--- config.mk ---
export PLATFORM = sky130hd
export DESIGN_NAME = current_dac_update_scheduler
export DESIGN_NICKNAME = d
export VERILOG_FILES = /design/src/current_dac_update_scheduler.v
export VERILOG_INCLUDE_DIRS = /design/src
export SDC_FILE = /design/constraint.sdc
export NUM_CORES = 1
export LEC_CHECK = 0
export BUFFER_PORTS_ARGS = -buffer_cell sky130_fd_sc_hd__buf_4
export CAP_MARGIN = 20
export CORE_MARGIN = 2
export CORE_UTILIZATION = 55
export DETAILED_ROUTE_END_ITERATION = 6
export GPL_ROUTABILITY_DRIVEN = 0
export HOLD_SLACK_MARGIN = 0.05
export PLACE_DENSITY_LB_ADDON = 0.12
export SLEW_MARGIN = 20
export SYNTH_ARGS = -nofsm -noshare
export SYNTH_HDL_FRONTEND = slang
export SYNTH_SLANG_ARGS = --single-unit
--- constraint.sdc ---
create_clock -name CLOCK_I -period 2.64 [get_ports CLOCK_I]
set_input_delay 0.528 -clock CLOCK_I [delete_from_list [all_inputs] [get_ports CLOCK_I]]
set_output_delay 0.528 -clock CLOCK_I [all_outputs]
set_load 0.02 [all_outputs]
--- src/current_dac_defs.vh ---
`ifndef CURRENT_DAC_DEFS_VH
`define CURRENT_DAC_DEFS_VH
// register addresses on the special-function-register bus
`define ADDR_DATA_LOW      8'h96
`define ADDR_DATA_HIGH     8'h97
`define ADDR_CONTROL       8'hb9
// reset values
`define CONTROL_RESET      8'h72
`define DATA_RESET         8'h00
// control fields
`define CTL_ENABLE_BIT     7
`define CTL_SRC_HI         6
`define CTL_SRC_LO         4
`define CTL_RANGE_HI       1
`define CTL_RANGE_LO       0
`define CTL_WRITE_MASK     8'hf3
`define LOW_WRITE_MASK     8'hc0
// update source codes
`define SRC_TIMER0         3'h0
`define SRC_TIMER1         3'h1
`define SRC_TIMER2         3'h2
`define SRC_TIMER3         3'h3
`define SRC_PIN_RISE       3'h4
`define SRC_PIN_FALL       3'h5
`define SRC_PIN_ANY        3'h6
`define SRC_ON_DEMAND      3'h7
// full-scale range codes
`define RANGE_HALF_MA      2'h0
`define RANGE_ONE_MA       2'h1
`define RANGE_TWO_MA       2'h2
// storage shape and idle values
`define REG_WIDTH          8
`define LOW_DATA_HI        7
`define LOW_DATA_LO        6
`define CODE_RESET         10'h000
`define READ_IDLE          8'h00
`define PIN_IDLE           1'b0
`define ENABLE_RESET       1'b0
`define SYNC_STAGES        3
`endif

--- src/current_dac_update_scheduler.v ---
`timescale 1ns/1ps
`default_nettype none
`include "current_dac_defs.vh"

module current_dac_update_scheduler (
  input  wire       CLOCK_I,
  input  wire       RST_I,
  input  wire [7:0] SFR_ADDR_I,
  input  wire [7:0] SFR_WDATA_I,
  input  wire       SFR_WRITE_I,
  input  wire       SFR_READ_I,
  output reg  [7:0] SFR_RDATA_O,
  output wire       SFR_HIT_O,
  input  wire [3:0] TIMER_OVERFLOW_I,
  input  wire       CONVERSION_START_PIN_I,
  output reg  [9:0] DAC_CODE_O,
  output reg  [1:0] FULL_SCALE_O,
  output reg        CONVERTER_ENABLE_O,
  output reg        PIN_ANALOG_O
);

  wire [7:0] control;
  wire [7:0] data_low;
  wire [7:0] data_high;
  wire       rise;
  wire       fall;
  reg        wr_low;
  reg        wr_high;
  reg        wr_ctl;
  reg        load;
  reg  [7:0] next_rdata;
  reg  [9:0] next_code;

  // update source field, decoded below
  wire [2:0] source = control[`CTL_SRC_HI:`CTL_SRC_LO];

  // one strobe per mapped address; unmapped writes fall through
  // at most one strobe is high, as the addresses are distinct
  always @*
  begin
    wr_low  = 1'b0;
    wr_high = 1'b0;
    wr_ctl  = 1'b0;
    if (SFR_WRITE_I)
    begin
      case (SFR_ADDR_I)
        `ADDR_DATA_LOW:  wr_low  = 1'b1;
        `ADDR_DATA_HIGH: wr_high = 1'b1;
        `ADDR_CONTROL:   wr_ctl  = 1'b1;
        default:         wr_ctl  = 1'b0;
      endcase
    end
  end

  // bus decode hit for the surrounding read mux
  assign SFR_HIT_O = (SFR_ADDR_I == `ADDR_DATA_LOW) ||
                     (SFR_ADDR_I == `ADDR_DATA_HIGH) ||
                     (SFR_ADDR_I == `ADDR_CONTROL);

  // pick the one event that may load the latches
  always @*
  begin
    case (source)
      `SRC_TIMER0:    load = TIMER_OVERFLOW_I[0];
      `SRC_TIMER1:    load = TIMER_OVERFLOW_I[1];
      `SRC_TIMER2:    load = TIMER_OVERFLOW_I[2];
      `SRC_TIMER3:    load = TIMER_OVERFLOW_I[3];
      `SRC_PIN_RISE:  load = rise;
      `SRC_PIN_FALL:  load = fall;
      `SRC_PIN_ANY:   load = rise | fall;
      `SRC_ON_DEMAND: load = wr_high;
      default:        load = 1'b0;
    endcase
  end

  // pin edges count once the last two stages agree
  pin_edge_sync #(
    .STAGES (`SYNC_STAGES)
  )
  i_pin_sync
  (
    .clk_i  (CLOCK_I),
    .rst_i  (RST_I),
    .pin_i  (CONVERSION_START_PIN_I),
    .rise_o (rise),
    .fall_o (fall)
  );

  masked_reg #(
    .WIDTH     (`REG_WIDTH),
    .RESET_VAL (`CONTROL_RESET),
    .KEEP_MASK (`CTL_WRITE_MASK)
  )
  i_control
  (
    .clk_i   (CLOCK_I),
    .rst_i   (RST_I),
    .write_i (wr_ctl),
    .data_i  (SFR_WDATA_I),
    .value_o (control)
  );

  masked_reg #(
    .WIDTH     (`REG_WIDTH),
    .RESET_VAL (`DATA_RESET),
    .KEEP_MASK (`LOW_WRITE_MASK)
  )
  i_data_low
  (
    .clk_i   (CLOCK_I),
    .rst_i   (RST_I),
    .write_i (wr_low),
    .data_i  (SFR_WDATA_I),
    .value_o (data_low)
  );

  // high byte, plain storage; timer and pin loads read it later
  masked_reg #(
    .WIDTH     (`REG_WIDTH),
    .RESET_VAL (`DATA_RESET),
    .KEEP_MASK (`CTL_WRITE_MASK | ~`CTL_WRITE_MASK)
  )
  i_data_high
  (
    .clk_i   (CLOCK_I),
    .rst_i   (RST_I),
    .write_i (wr_high),
    .data_i  (SFR_WDATA_I),
    .value_o (data_high)
  );

  // on-demand takes the byte being written this cycle; the new high
  // byte bypasses the register it is landing in
  always @*
  begin
    next_code = {data_high, data_low[`LOW_DATA_HI:`LOW_DATA_LO]};
    if (wr_high)
      next_code = {SFR_WDATA_I, data_low[`LOW_DATA_HI:`LOW_DATA_LO]};
  end

  // input latches; held between loads so the output never tears
  always @(posedge CLOCK_I)
  begin
    if (RST_I)
      DAC_CODE_O <= `CODE_RESET;
    else if (load)
    begin
      DAC_CODE_O <= next_code;
    end
  end

  // range decode, registered so the current source sees a clean code
  always @(posedge CLOCK_I)
  begin
    if (RST_I)
      FULL_SCALE_O <= `RANGE_TWO_MA;
    // range decode, 1x folds to two mA
    else if (control[`CTL_RANGE_HI])
      FULL_SCALE_O <= `RANGE_TWO_MA;
    else
      FULL_SCALE_O <= control[`CTL_RANGE_HI:`CTL_RANGE_LO];
  end

  // enable and pin handover move together, one cycle after the control register takes the write
  always @(posedge CLOCK_I)
  begin
    if (RST_I)
    begin
      CONVERTER_ENABLE_O <= `ENABLE_RESET;
      PIN_ANALOG_O       <= `ENABLE_RESET;
    end
    else
    begin
      CONVERTER_ENABLE_O <= control[`CTL_ENABLE_BIT];
      PIN_ANALOG_O       <= control[`CTL_ENABLE_BIT];
    end
  end

  // read mux; unmapped addresses read zero
  always @*
  begin
    next_rdata = `READ_IDLE;
    case (SFR_ADDR_I)
      `ADDR_DATA_LOW:  next_rdata = data_low;
      `ADDR_DATA_HIGH: next_rdata = data_high;
      `ADDR_CONTROL:   next_rdata = control;
      default:         next_rdata = `READ_IDLE;
    endcase
  end

  // read data held in a flop, one cycle after the read strobe
  always @(posedge CLOCK_I)
  begin
    if (RST_I)
      SFR_RDATA_O <= `READ_IDLE;
    else if (SFR_READ_I)
      SFR_RDATA_O <= next_rdata;
  end

endmodule // current_dac_update_scheduler

// one register byte; masked bits stay zero and read back as zero
module masked_reg #(
  parameter             WIDTH     = `REG_WIDTH,
  parameter [WIDTH-1:0] RESET_VAL = {WIDTH{1'b0}},
  parameter [WIDTH-1:0] KEEP_MASK = {WIDTH{1'b1}}
)
(
  input  wire             clk_i,
  input  wire             rst_i,
  input  wire             write_i,
  input  wire [WIDTH-1:0] data_i,
  output reg  [WIDTH-1:0] value_o
);

  // masking on the way in keeps the read path free of gates
  // a write and a reset in one cycle: reset wins
  always @(posedge clk_i)
  begin
    if (rst_i)
      value_o <= RESET_VAL;
    else if (write_i)
      value_o <= data_i & KEEP_MASK;
  end

endmodule // masked_reg

// pin synchroniser; a change counts once the last two stages agree
module pin_edge_sync #(
  parameter STAGES = `SYNC_STAGES
)
(
  input  wire clk_i,
  input  wire rst_i,
  input  wire pin_i,
  output wire rise_o,
  output wire fall_o
);

  // latency: a pin change shows as a pulse three to four edges later
  reg  [STAGES-1:0] stage;
  reg               level;
  reg               next_level;
  wire              settled;

  // the third stage must match the second before anything moves
  assign settled = (stage[STAGES-1] == stage[STAGES-2]);

  // edge pulses last one cycle: level follows on the next edge
  assign rise_o = settled && stage[STAGES-1] && !level;
  assign fall_o = settled && !stage[STAGES-1] && level;

  // level only moves on an agreed sample, so a glitch never toggles it
  always @*
  begin
    next_level = level;
    if (settled)
      next_level = stage[STAGES-1];
  end

  // shift in the raw pin; stage 0 is only read by stage 1
  // level resets to the idle low, so no edge follows reset while the pin is low
  always @(posedge clk_i)
  begin
    if (rst_i)
    begin
      stage <= {STAGES{`PIN_IDLE}};
      level <= `PIN_IDLE;
    end
    else
    begin
      stage <= {stage[STAGES-2:0], pin_i};
      level <= next_level;
    end
  end

endmodule // pin_edge_sync
`default_nettype wire

Word level (Yosys, flattened, before mapping)
Cells that the tools add are included.
{"block": "word_totals", "word_cells": 42, "out_inout_bits": 23, "in_bits": 25, "ff_bits": 41}
{"block": "classes", "reduce_logical": 10, "n_eq_ne": 11, "mux": 10, "n_bitwise": 1}
{"op": "8-bit == test (second input constant)", "n": 3}
{"op": "8-bit case mux with 3 select lines", "n": 1}
{"op": "3-bit == test (second input constant)", "n": 4}
{"op": "10-bit two-way mux", "n": 1}
{"op": "1-bit case mux with 8 select lines", "n": 1}
{"op": "3-bit by 2-bit == test with 1-bit output (second input constant)", "n": 2}
{"op": "1-bit two-way mux", "n": 6}
{"op": "1-bit logical AND", "n": 4}
{"op": "3-bit by 1-bit == test with 1-bit output (second input constant)", "n": 1}
{"op": "3-bit zero test", "n": 1}
{"op": "1-bit zero test", "n": 2}
{"op": "1-bit logical OR", "n": 2}
{"op": "2-bit two-way mux", "n": 1}
{"op": "2-bit OR reduction", "n": 1}
{"op": "1-bit == test", "n": 1}
{"op": "1-bit OR", "n": 1}

Depth between registers and ports, before layout
Gate-level depths: netlist of the first run.
{"block": "depth", "word_depth": 5, "mapped_depth": 7, "depth_no_buf": 7}

Hierarchy
Synthesis of the first run repeated with hierarchy kept, for this count alone.
{"block": "hier_totals", "cells_unflattened": 219, "area_unflattened_um2": 2038.2}
{"mod": "current_dac_update_scheduler", "area_each_um2": 1233.7, "seq_area_each_um2": 420.4, "n_inst": 1, "cells_each": 143}
{"mod": "masked_reg (i_data_high)", "area_each_um2": 285.3, "seq_area_each_um2": 160.2, "n_inst": 1, "cells_each": 26}
{"mod": "masked_reg (i_control)", "area_each_um2": 247.7, "seq_area_each_um2": 120.1, "n_inst": 1, "cells_each": 22}
{"mod": "pin_edge_sync", "area_each_um2": 155.1, "seq_area_each_um2": 80.1, "n_inst": 1, "cells_each": 15}
{"mod": "masked_reg (i_data_low)", "area_each_um2": 116.4, "seq_area_each_um2": 40.0, "n_inst": 1, "cells_each": 13}

Least setup slack after synthesis of the first run
Ideal clock, no wire load.
{"block": "synth_path", "path_kind": "in2reg", "start": "input port TIMER_OVERFLOW_I[3]", "end": "register DAC_CODE_O[2]", "path_stages": 3, "n_path_buf": 0, "setup_time_ns": 0.121, "path_slack_ns": 0.828, "arrival_ns": 1.691, "cell_sequence": "mux4_2 > a2bb2oi_4 > mux2_4"}
{"block": "synth_via", "elab_chain_cells": 1}
{"item": "start, declared", "line_no": "current_dac_update_scheduler.v:14", "rtl": "input wire [3:0] TIMER_OVERFLOW_I,"}
{"item": "1-bit case mux with 8 select lines", "line_no": "current_dac_update_scheduler.v:63", "rtl": "case (source)"}
{"item": "end signal, assigned", "line_no": "current_dac_update_scheduler.v:145", "rtl": "DAC_CODE_O <= `CODE_RESET;"}
{"item": "end signal, assigned", "line_no": "current_dac_update_scheduler.v:148", "rtl": "DAC_CODE_O <= next_code;"}
{"item": "end, declared", "line_no": "current_dac_update_scheduler.v:16", "rtl": "output reg [9:0] DAC_CODE_O,"}
Every way passes these cells.
A chain may end at the register's enable or synchronous reset.

Final worst setup path of the first run
{"block": "layout_path", "start": "register i_pin_sync.stage[1]", "end": "register DAC_CODE_O[5]"}
{"block": "layout_via", "elab_chain_cells": 5, "elab_cells_between_ends": 7, "classes_between": "eq/ne: 1; mux: 1; bitwise: 1; reduce/logical: 4"}
{"item": "start, declared", "line_no": "current_dac_update_scheduler.v:241", "rtl": "reg [STAGES-1:0] stage;"}
{"item": "start signal, assigned", "line_no": "current_dac_update_scheduler.v:267", "rtl": "stage <= {STAGES{`PIN_IDLE}};"}
{"item": "start signal, assigned", "line_no": "current_dac_update_scheduler.v:272", "rtl": "stage <= {stage[STAGES-2:0], pin_i};"}
{"item": "1-bit == test (*)", "line_no": "current_dac_update_scheduler.v:247", "rtl": "assign settled = (stage[STAGES-1] == stage[STAGES-2]);"}
{"item": "1-bit logical AND (on tied branches) (2 in a row)", "line_no": "current_dac_update_scheduler.v:250, current_dac_update_scheduler.v:251"}
{"item": "1-bit OR", "line_no": "current_dac_update_scheduler.v:70", "rtl": "`SRC_PIN_ANY: load = rise | fall;"}
{"item": "1-bit case mux with 8 select lines (*)", "line_no": "current_dac_update_scheduler.v:63"}
Every way passes the cells marked *; elsewhere a longest branch is shown, timed or not.

==> results of run 1 <==
final timing paths:
check,slack (ps),depth (start not counted),end,from
worst max-delay path,720,7,DAC_CODE_O[5],i_pin_sync.stage[1]
worst min-delay path,390,2,i_pin_sync.stage[0],CONVERSION_START_PIN_I
worst min register to register,450,1,i_pin_sync.stage[1],i_pin_sync.stage[0]
worst max register to register,720,7,DAC_CODE_O[5],i_pin_sync.stage[1]
kinds of logic after synthesis:
group	count (synthesis)	share of synthesized area
AND/OR/NAND/NOR	69	0.235
flip-flops	41	0.450
multiplexers	27	0.177
AO/OA/AOI/OAI	22	0.0947
buffers and inverters	11	0.0295
adder cells (fa/ha/maj)	2	0.0137
per-layer routing:
metal,wire length (um),up-vias,global-route usage
met1,1750,621,0.275
met2,1630,40,0.344
met5,0,-,0
li1,-,688,-
met4,72,0,0.0821
met3,206,9,0.0630
sequential cells by signal (all words and copies together), names as in the netlist:
| register | flops |
|---|---|
| i_data_low.value_o | 2 |
| FULL_SCALE_O | 2 |
| i_pin_sync.level | 1 |
| PIN_ANALOG_O | 1 |
| SFR_RDATA_O | 8 |
| DAC_CODE_O | 10 |
| i_pin_sync.stage | 3 |
| i_control.value_o | 6 |
| i_data_high.value_o | 8 |
power by group:
part	leakage, nW	total [mW]	switching [mW]	internal (mW)
clock	0.0303	0.326	0.201	0.125
combinational	0.704	0.0688	0.0330	0.0358
sequential	0.331	0.622	0.00136	0.621
total	1.06	1.02	0.235	0.781
layout make-up:
cell class	instances	share of cell area
Multi-Input combinational cell	120	0.421
Sequential cell	41	0.364
Timing Repair Buffer	47	0.156
Tap cell	44	0.0244
Clock buffer	6	0.0227
Inverter	5	0.00832
Clock inverter	1	0.00333
placed cells by master (no fill, tap or decap), drive strengths merged, types with 7 or more instances in the layout:
master  instances
a21oi           9
and2b           8
mux2            8
nand2          10
buf            47
nor2           21
dfxtp          41
nor2b           7
mux2i          18
==> results.sh, run 1 <==
export IMPL_nFillCells=256
export IMPL_drv_cap=0
export IMPL_cts_sinks=41
export IMPL_cts_setup_buffers=0
export IMPL_drc=0
export IMPL_antenna_found_initial=0
export IMPL_grt_pass1_wl_um=5840
export IMPL_async_reset_ff_frac=0
export IMPL_cp_data_arrival_time_ps=2180
export IMPL_synth_top_cells_by_count="41 x dfxtp_1, 21 x nor2_1, 18 x mux2i_1"
export IMPL_setup_viol=0
export IMPL_rsz0062_at_grt="no"
export IMPL_dpl_cell_area_um2=2200
export IMPL_ios=48
export IMPL_insertion_delay_ps=360
export IMPL_path_clk_slew_ps=120
export IMPL_utilization=0.727
export IMPL_ys_seq_area_frac=0.450
export IMPL_numPlacedInstances=257
export IMPL_synth_edf_count=0
export IMPL_fin_tns_setup_ps=0
export IMPL_die_h_um=61.6
export IMPL_final_cell_area_um2=2260
export IMPL_tightest_slew_ps=518
export IMPL_wl_per_cell_um=13.9
export IMPL_path_class="reg -> reg"
export IMPL_maxSlewViolCount=0
export IMPL_place_ws_ps=540
export IMPL_crit_path_end_kind="register"
export IMPL_initial_core_util=0.588
export IMPL_dr_total_vias=1358
export IMPL_finalHoldViolCount=0
export IMPL_cts_resized=0
export IMPL_crit_fanout=10
export IMPL_die_area_um2=3790
export IMPL_cts_hold_buf=0
export IMPL_min_period_ps=1920
export IMPL_avgSynthCellArea_um2=10.6
export IMPL_cts_buffers=5
export IMPL_synth_area_top_cells="dfxtp_1 45%, mux2i_1 9.9%, mux2_4 6.6%"
export IMPL_syn2layout_area_growth_pct=23.7
export IMPL_netlist_instances=172
export IMPL_yosysTopAreaCell="dfxtp_1"
export IMPL_critPathSlowestCell="a2bb2oi_4"
export IMPL_cts_buffer_depth=2
export IMPL_finClkSkew_ps=14.1
export IMPL_dr_pass1_iters=4
export IMPL_drive_above_1_share=0.350
export IMPL_setup_ws_ps=716
export IMPL_rows=20
export IMPL_netlist_area_leader_share=0.450
export IMPL_ys_seq_elements=41
export IMPL_synth_nets=199
export IMPL_synth_most_common_cell="dfxtp_1"
export IMPL_status="completed"
export IMPL_grt_pass1_vias=1254
export IMPL_postRouteAntennaNets=0
export IMPL_max_freq_ghz=0.520
export IMPL_viasPerCell=5.14
export IMPL_htree_levels=2
export IMPL_dp_hpwl_um=2590
export IMPL_core_um2=3100
export IMPL_synth_cell_types=37
export IMPL_ir_drop_mv=0.341
export IMPL_power_mw=1.02
export IMPL_slew_headroom=0.651
export IMPL_p_per_area_nw_per_um2=451
export IMPL_grt_remaining_overflow=0
export IMPL_leakagePower_nw=1.06
export IMPL_min_path_type="in -> reg"
export IMPL_portBuffers=47
export IMPL_path_cells="inv_1, ha_1, nand2_1, a21oi_1, o21ai_0, a2bb2oi_4, mux2_4"
export IMPL_holdWs_ps=390
export IMPL_drt_total_wl_um=3660
export IMPL_critPathBufInv=1
export IMPL_groute_usage_overall=0.215
export IMPL_multi_input_area_um2=950
export IMPL_fin_cells=264
export IMPL_yosys_warnings=0
export IMPL_cts_tree="built"
export IMPL_fp_dieW_um=61.6
export IMPL_cp_top_family="compound AO/OA/AOI/OAI gates"
export IMPL_antenna_cells=0
export IMPL_start_kind="register"
export IMPL_ff_latch_area_um2=821
export IMPL_syn_area_um2=1820
export IMPL_ys_flop_type="dfxtp_1"
export IMPL_final_nets=247
export IMPL_min_period_over_period=0.729
export IMPL_initialDrtViolationCount=85
export IMPL_root_buffer="clkbuf_4"
export IMPL_cpPeakStageDelay_ps=430
export IMPL_grt_max_degree=36
export IMPL_crit_required_ps=2890
Note: power is estimated with default switching activity, not from simulation.
==> run 2, diff against run 1 <==
--- a/config.mk
+++ b/config.mk
@@ -6,10 +6,11 @@
 export SDC_FILE = /design/constraint.sdc
 export NUM_CORES = 1
 export LEC_CHECK = 0
+export ABC_AREA = 1
 export BUFFER_PORTS_ARGS = -buffer_cell sky130_fd_sc_hd__buf_4
 export CAP_MARGIN = 20
 export CORE_MARGIN = 2
-export CORE_UTILIZATION = 55
+export CORE_UTILIZATION = 52
 export DETAILED_ROUTE_END_ITERATION = 6
 export GPL_ROUTABILITY_DRIVEN = 0
 export HOLD_SLACK_MARGIN = 0.05
==> constraint.sdc (replaced) <==
create_clock -name CLOCK_I -period 1.9 [get_ports CLOCK_I]
set_input_delay 0.38 -clock CLOCK_I [delete_from_list [all_inputs] [get_ports CLOCK_I]]
set_output_delay 0.38 -clock CLOCK_I [all_outputs]
set_load 0.02 [all_outputs]
==> run 2 against run 1 <==
  * Routed wire length grew 5.9%
  * Die area increased by 7.6%
  * Non-clock buffer count grew 2
  * Critical path type is now in -> out
  * Largest power group unchanged
==> results.sh, run 2 <==
export IMPL_dp_hpwl_um=2860
export IMPL_synth_cell_types=25
export IMPL_p_per_area_nw_per_um2=613
export IMPL_rr_worst_depth=8
export IMPL_yosys_warnings=0
export IMPL_rrSetupSlack_ps=400
export IMPL_drive_above_1_share=0.236
export IMPL_ff_latch_area_um2=821
export IMPL_avgSynthCellArea_um2=7.07
export IMPL_crit_fanout=4
export IMPL_async_reset_ff_frac=0
export IMPL_path_clk_slew_ps=110
export IMPL_ios=48
export IMPL_fp_dieW_um=63.9
export IMPL_leakagePower_nw=1.08
export IMPL_finClkSkew_ps=5.55
export IMPL_die_h_um=63.9
export IMPL_htree_levels=2
export IMPL_antenna_cells=0
export IMPL_path_class="in -> out"
export IMPL_synth_most_common_cell="nand2_1"
export IMPL_drv_cap=0
export IMPL_r2r_end="DAC_CODE_O[4]"
export IMPL_max_freq_ghz=0.606
export IMPL_crit_end="SFR_HIT_O"
export IMPL_largest_reg_flops=10
export IMPL_antenna_found_initial=0
export IMPL_synth_edf_count=0
export IMPL_fin_tns_setup_ps=0
export IMPL_cts_buffers=5
export IMPL_groute_usage_overall=0.204
export IMPL_r2r_start="i_pin_sync.stage[1]"
export IMPL_portBuffers=47
export IMPL_ys_seq_elements=41
export IMPL_power_share_switching=0.243
export IMPL_crit_required_ps=1520
export IMPL_top_regs="DAC_CODE_O: 10 flops, SFR_RDATA_O: 8 flops, i_data_high.value_o: 8 flops"
export IMPL_syn2layout_area_growth_pct=22.5
export IMPL_setup_ws_ps=251
export IMPL_synth_top_cells_by_count="70 x nand2_1, 41 x dfxtp_1, 35 x inv_1, 35 x nor2_1, 18 x o21ai_0"
export IMPL_dr_pass1_iters=4
export IMPL_seq_power_share=0.622
export IMPL_tightest_slew_ps=535
export IMPL_netlist_instances=264
export IMPL_cp_data_arrival_time_ps=1270
export IMPL_initialDrtViolationCount=76
export IMPL_wl_per_cell_um=10.8
export IMPL_cp_startpoint="SFR_ADDR_I[2]"
export IMPL_fin_cells=360
export IMPL_syn_area_um2=1870
export IMPL_ys_flop_type="dfxtp_1"
export IMPL_rsz0062_at_grt="no"
export IMPL_drt_total_wl_um=3880
export IMPL_grt_remaining_overflow=0
export IMPL_core_um2=3390
export IMPL_root_buffer="clkbuf_4"
export IMPL_grt_max_degree=24
export IMPL_postRouteAntennaNets=0
export IMPL_insertion_delay_ps=350
export IMPL_status="completed"
export IMPL_cts_tree="built"
export IMPL_crit_path_end_kind="primary output"
export IMPL_setup_viol=0
export IMPL_numPlacedInstances=352
export IMPL_dr_total_vias=1699
export IMPL_ir_drop_mv=0.437
export IMPL_min_period_over_period=0.868
export IMPL_rows=21
export IMPL_die_area_um2=4080
export IMPL_comb_power_share=0.082
export IMPL_cts_setup_buffers=0
export IMPL_layout_common_cells="70 x nand2_1, 49 x buf_4, 41 x dfxtp_1"
export IMPL_switching_power_uw=340
export IMPL_cts_hold_buf=0
export IMPL_slew_headroom=0.643
export IMPL_ys_seq_area_frac=0.440
export IMPL_clkPwrFrac=0.296
export IMPL_initial_core_util=0.550
export IMPL_min_path_type="in -> reg"
export IMPL_final_nets=340
export IMPL_netlist_area_leader_share=0.440
export IMPL_nFillCells=325
export IMPL_p_int_mw=1.06
export IMPL_finalHoldViolCount=0
export IMPL_cts_sinks=41
export IMPL_synth_area_top_cells="dfxtp_1 44%, nand2_1 14%, inv_1 7.0%"
export IMPL_place_ws_ps=198
export IMPL_grt_pass1_wl_um=6680
export IMPL_start_kind="input port"
export IMPL_cts_buffer_depth=2
export IMPL_drc=0
export IMPL_min_period_ps=1650
export IMPL_layout_commonest_cell="nand2_1"
export IMPL_maxSlewViolCount=0
export IMPL_viasPerCell=4.72
export IMPL_cts_resized=0
export IMPL_largest_register="DAC_CODE_O"
export IMPL_synth_nets=291
export IMPL_multi_input_area_um2=846
export IMPL_grt_pass1_vias=1584
export IMPL_yosysTopAreaCell="dfxtp_1"
[run 2: cell count changes after synthesis, moves of 8 or more]
cell     previous run  this run
a21oi_1             9        17
and2b_1             8         0
inv_1               5        35
mux2_4              8         0
mux2i_1            18         0
nand2_1            10        70
nand3_1             2        12
nor2_1             21        35
o21ai_0             1        18
[run 2: layer usage]
| layer | GRT usage | vias to the layer above | routed length (um) |
|---|---|---|---|
| met5 | 0 | - | 0 |
| met4 | 0.0707 | 0 | 47 |
| met3 | 0.0511 | 5 | 183 |
| met2 | 0.331 | 31 | 1780 |
| met1 | 0.264 | 744 | 1870 |
| li1 | - | 919 | - |
[run 2: kinds of logic after synthesis]
logic type,synth area share
compound gates,0.124
buf+inv,0.107
fa+ha+maj,0.0134
simple gates,0.316
flops,0.440
[run 2: worst max-delay path, stage by stage]
cell and delay [ps]:
buf_4 110, inv_1 50, nand2_1 40, nor3_1 320, nand2_1 140, nand2_1 90, buf_4 140
[run 2: final cells by class]
type,instances,area share
Clock buffer,6,0.0181
Clock inverter,2,0.00438
Inverter,38,0.0624
Multi-Input combinational cell,178,0.370
Sequential cell,41,0.359
Tap cell,46,0.0252
Timing Repair Buffer,49,0.161
[run 2: worst min path at each step]
| stage | startpoint | cells past startpoint | slack [ps] | end |
|---|---|---|---|---|
| after floorplan | i_pin_sync.stage[0] | 2 | 390 | i_pin_sync.stage[1] |
| after global placement | i_pin_sync.stage[0] | 2 | 410 | i_pin_sync.stage[1] |
| after detailed placement | i_pin_sync.stage[0] | 2 | 410 | i_pin_sync.stage[1] |
| after CTS | CONVERSION_START_PIN_I | 3 | 240 | i_pin_sync.stage[0] |
| after global routing | CONVERSION_START_PIN_I | 3 | 240 | i_pin_sync.stage[0] |
| final | CONVERSION_START_PIN_I | 3 | 240 | i_pin_sync.stage[0] |
[run 2: power by group through the flow]
stage / Combinational (mW) / Clock [mW] / Sequential, mW
floorplan: 0.0547 / 0 / 0.894
global placement: 0.114 / 0 / 0.891
detailed placement: 0.114 / 0 / 0.891
CTS: 0.115 / 0.420 / 0.872
global route: 0.129 / 0.460 / 0.873
finish: 0.114 / 0.415 / 0.872
[run 2: through the flow]
step / instance area (um^2) / utilization / total power, mW / hold WS, ps
after floorplan: 1870 / - / 0.949 / 388
after global placement: 2230 / 0.659 / 1.00 / 406
after detailed placement: 2230 / 0.659 / 1.01 / 408
after CTS: 2290 / 0.674 / 1.41 / 243
after global routing: 2290 / 0.674 / 1.46 / 241
final: 2290 / 0.674 / 1.40 / 239
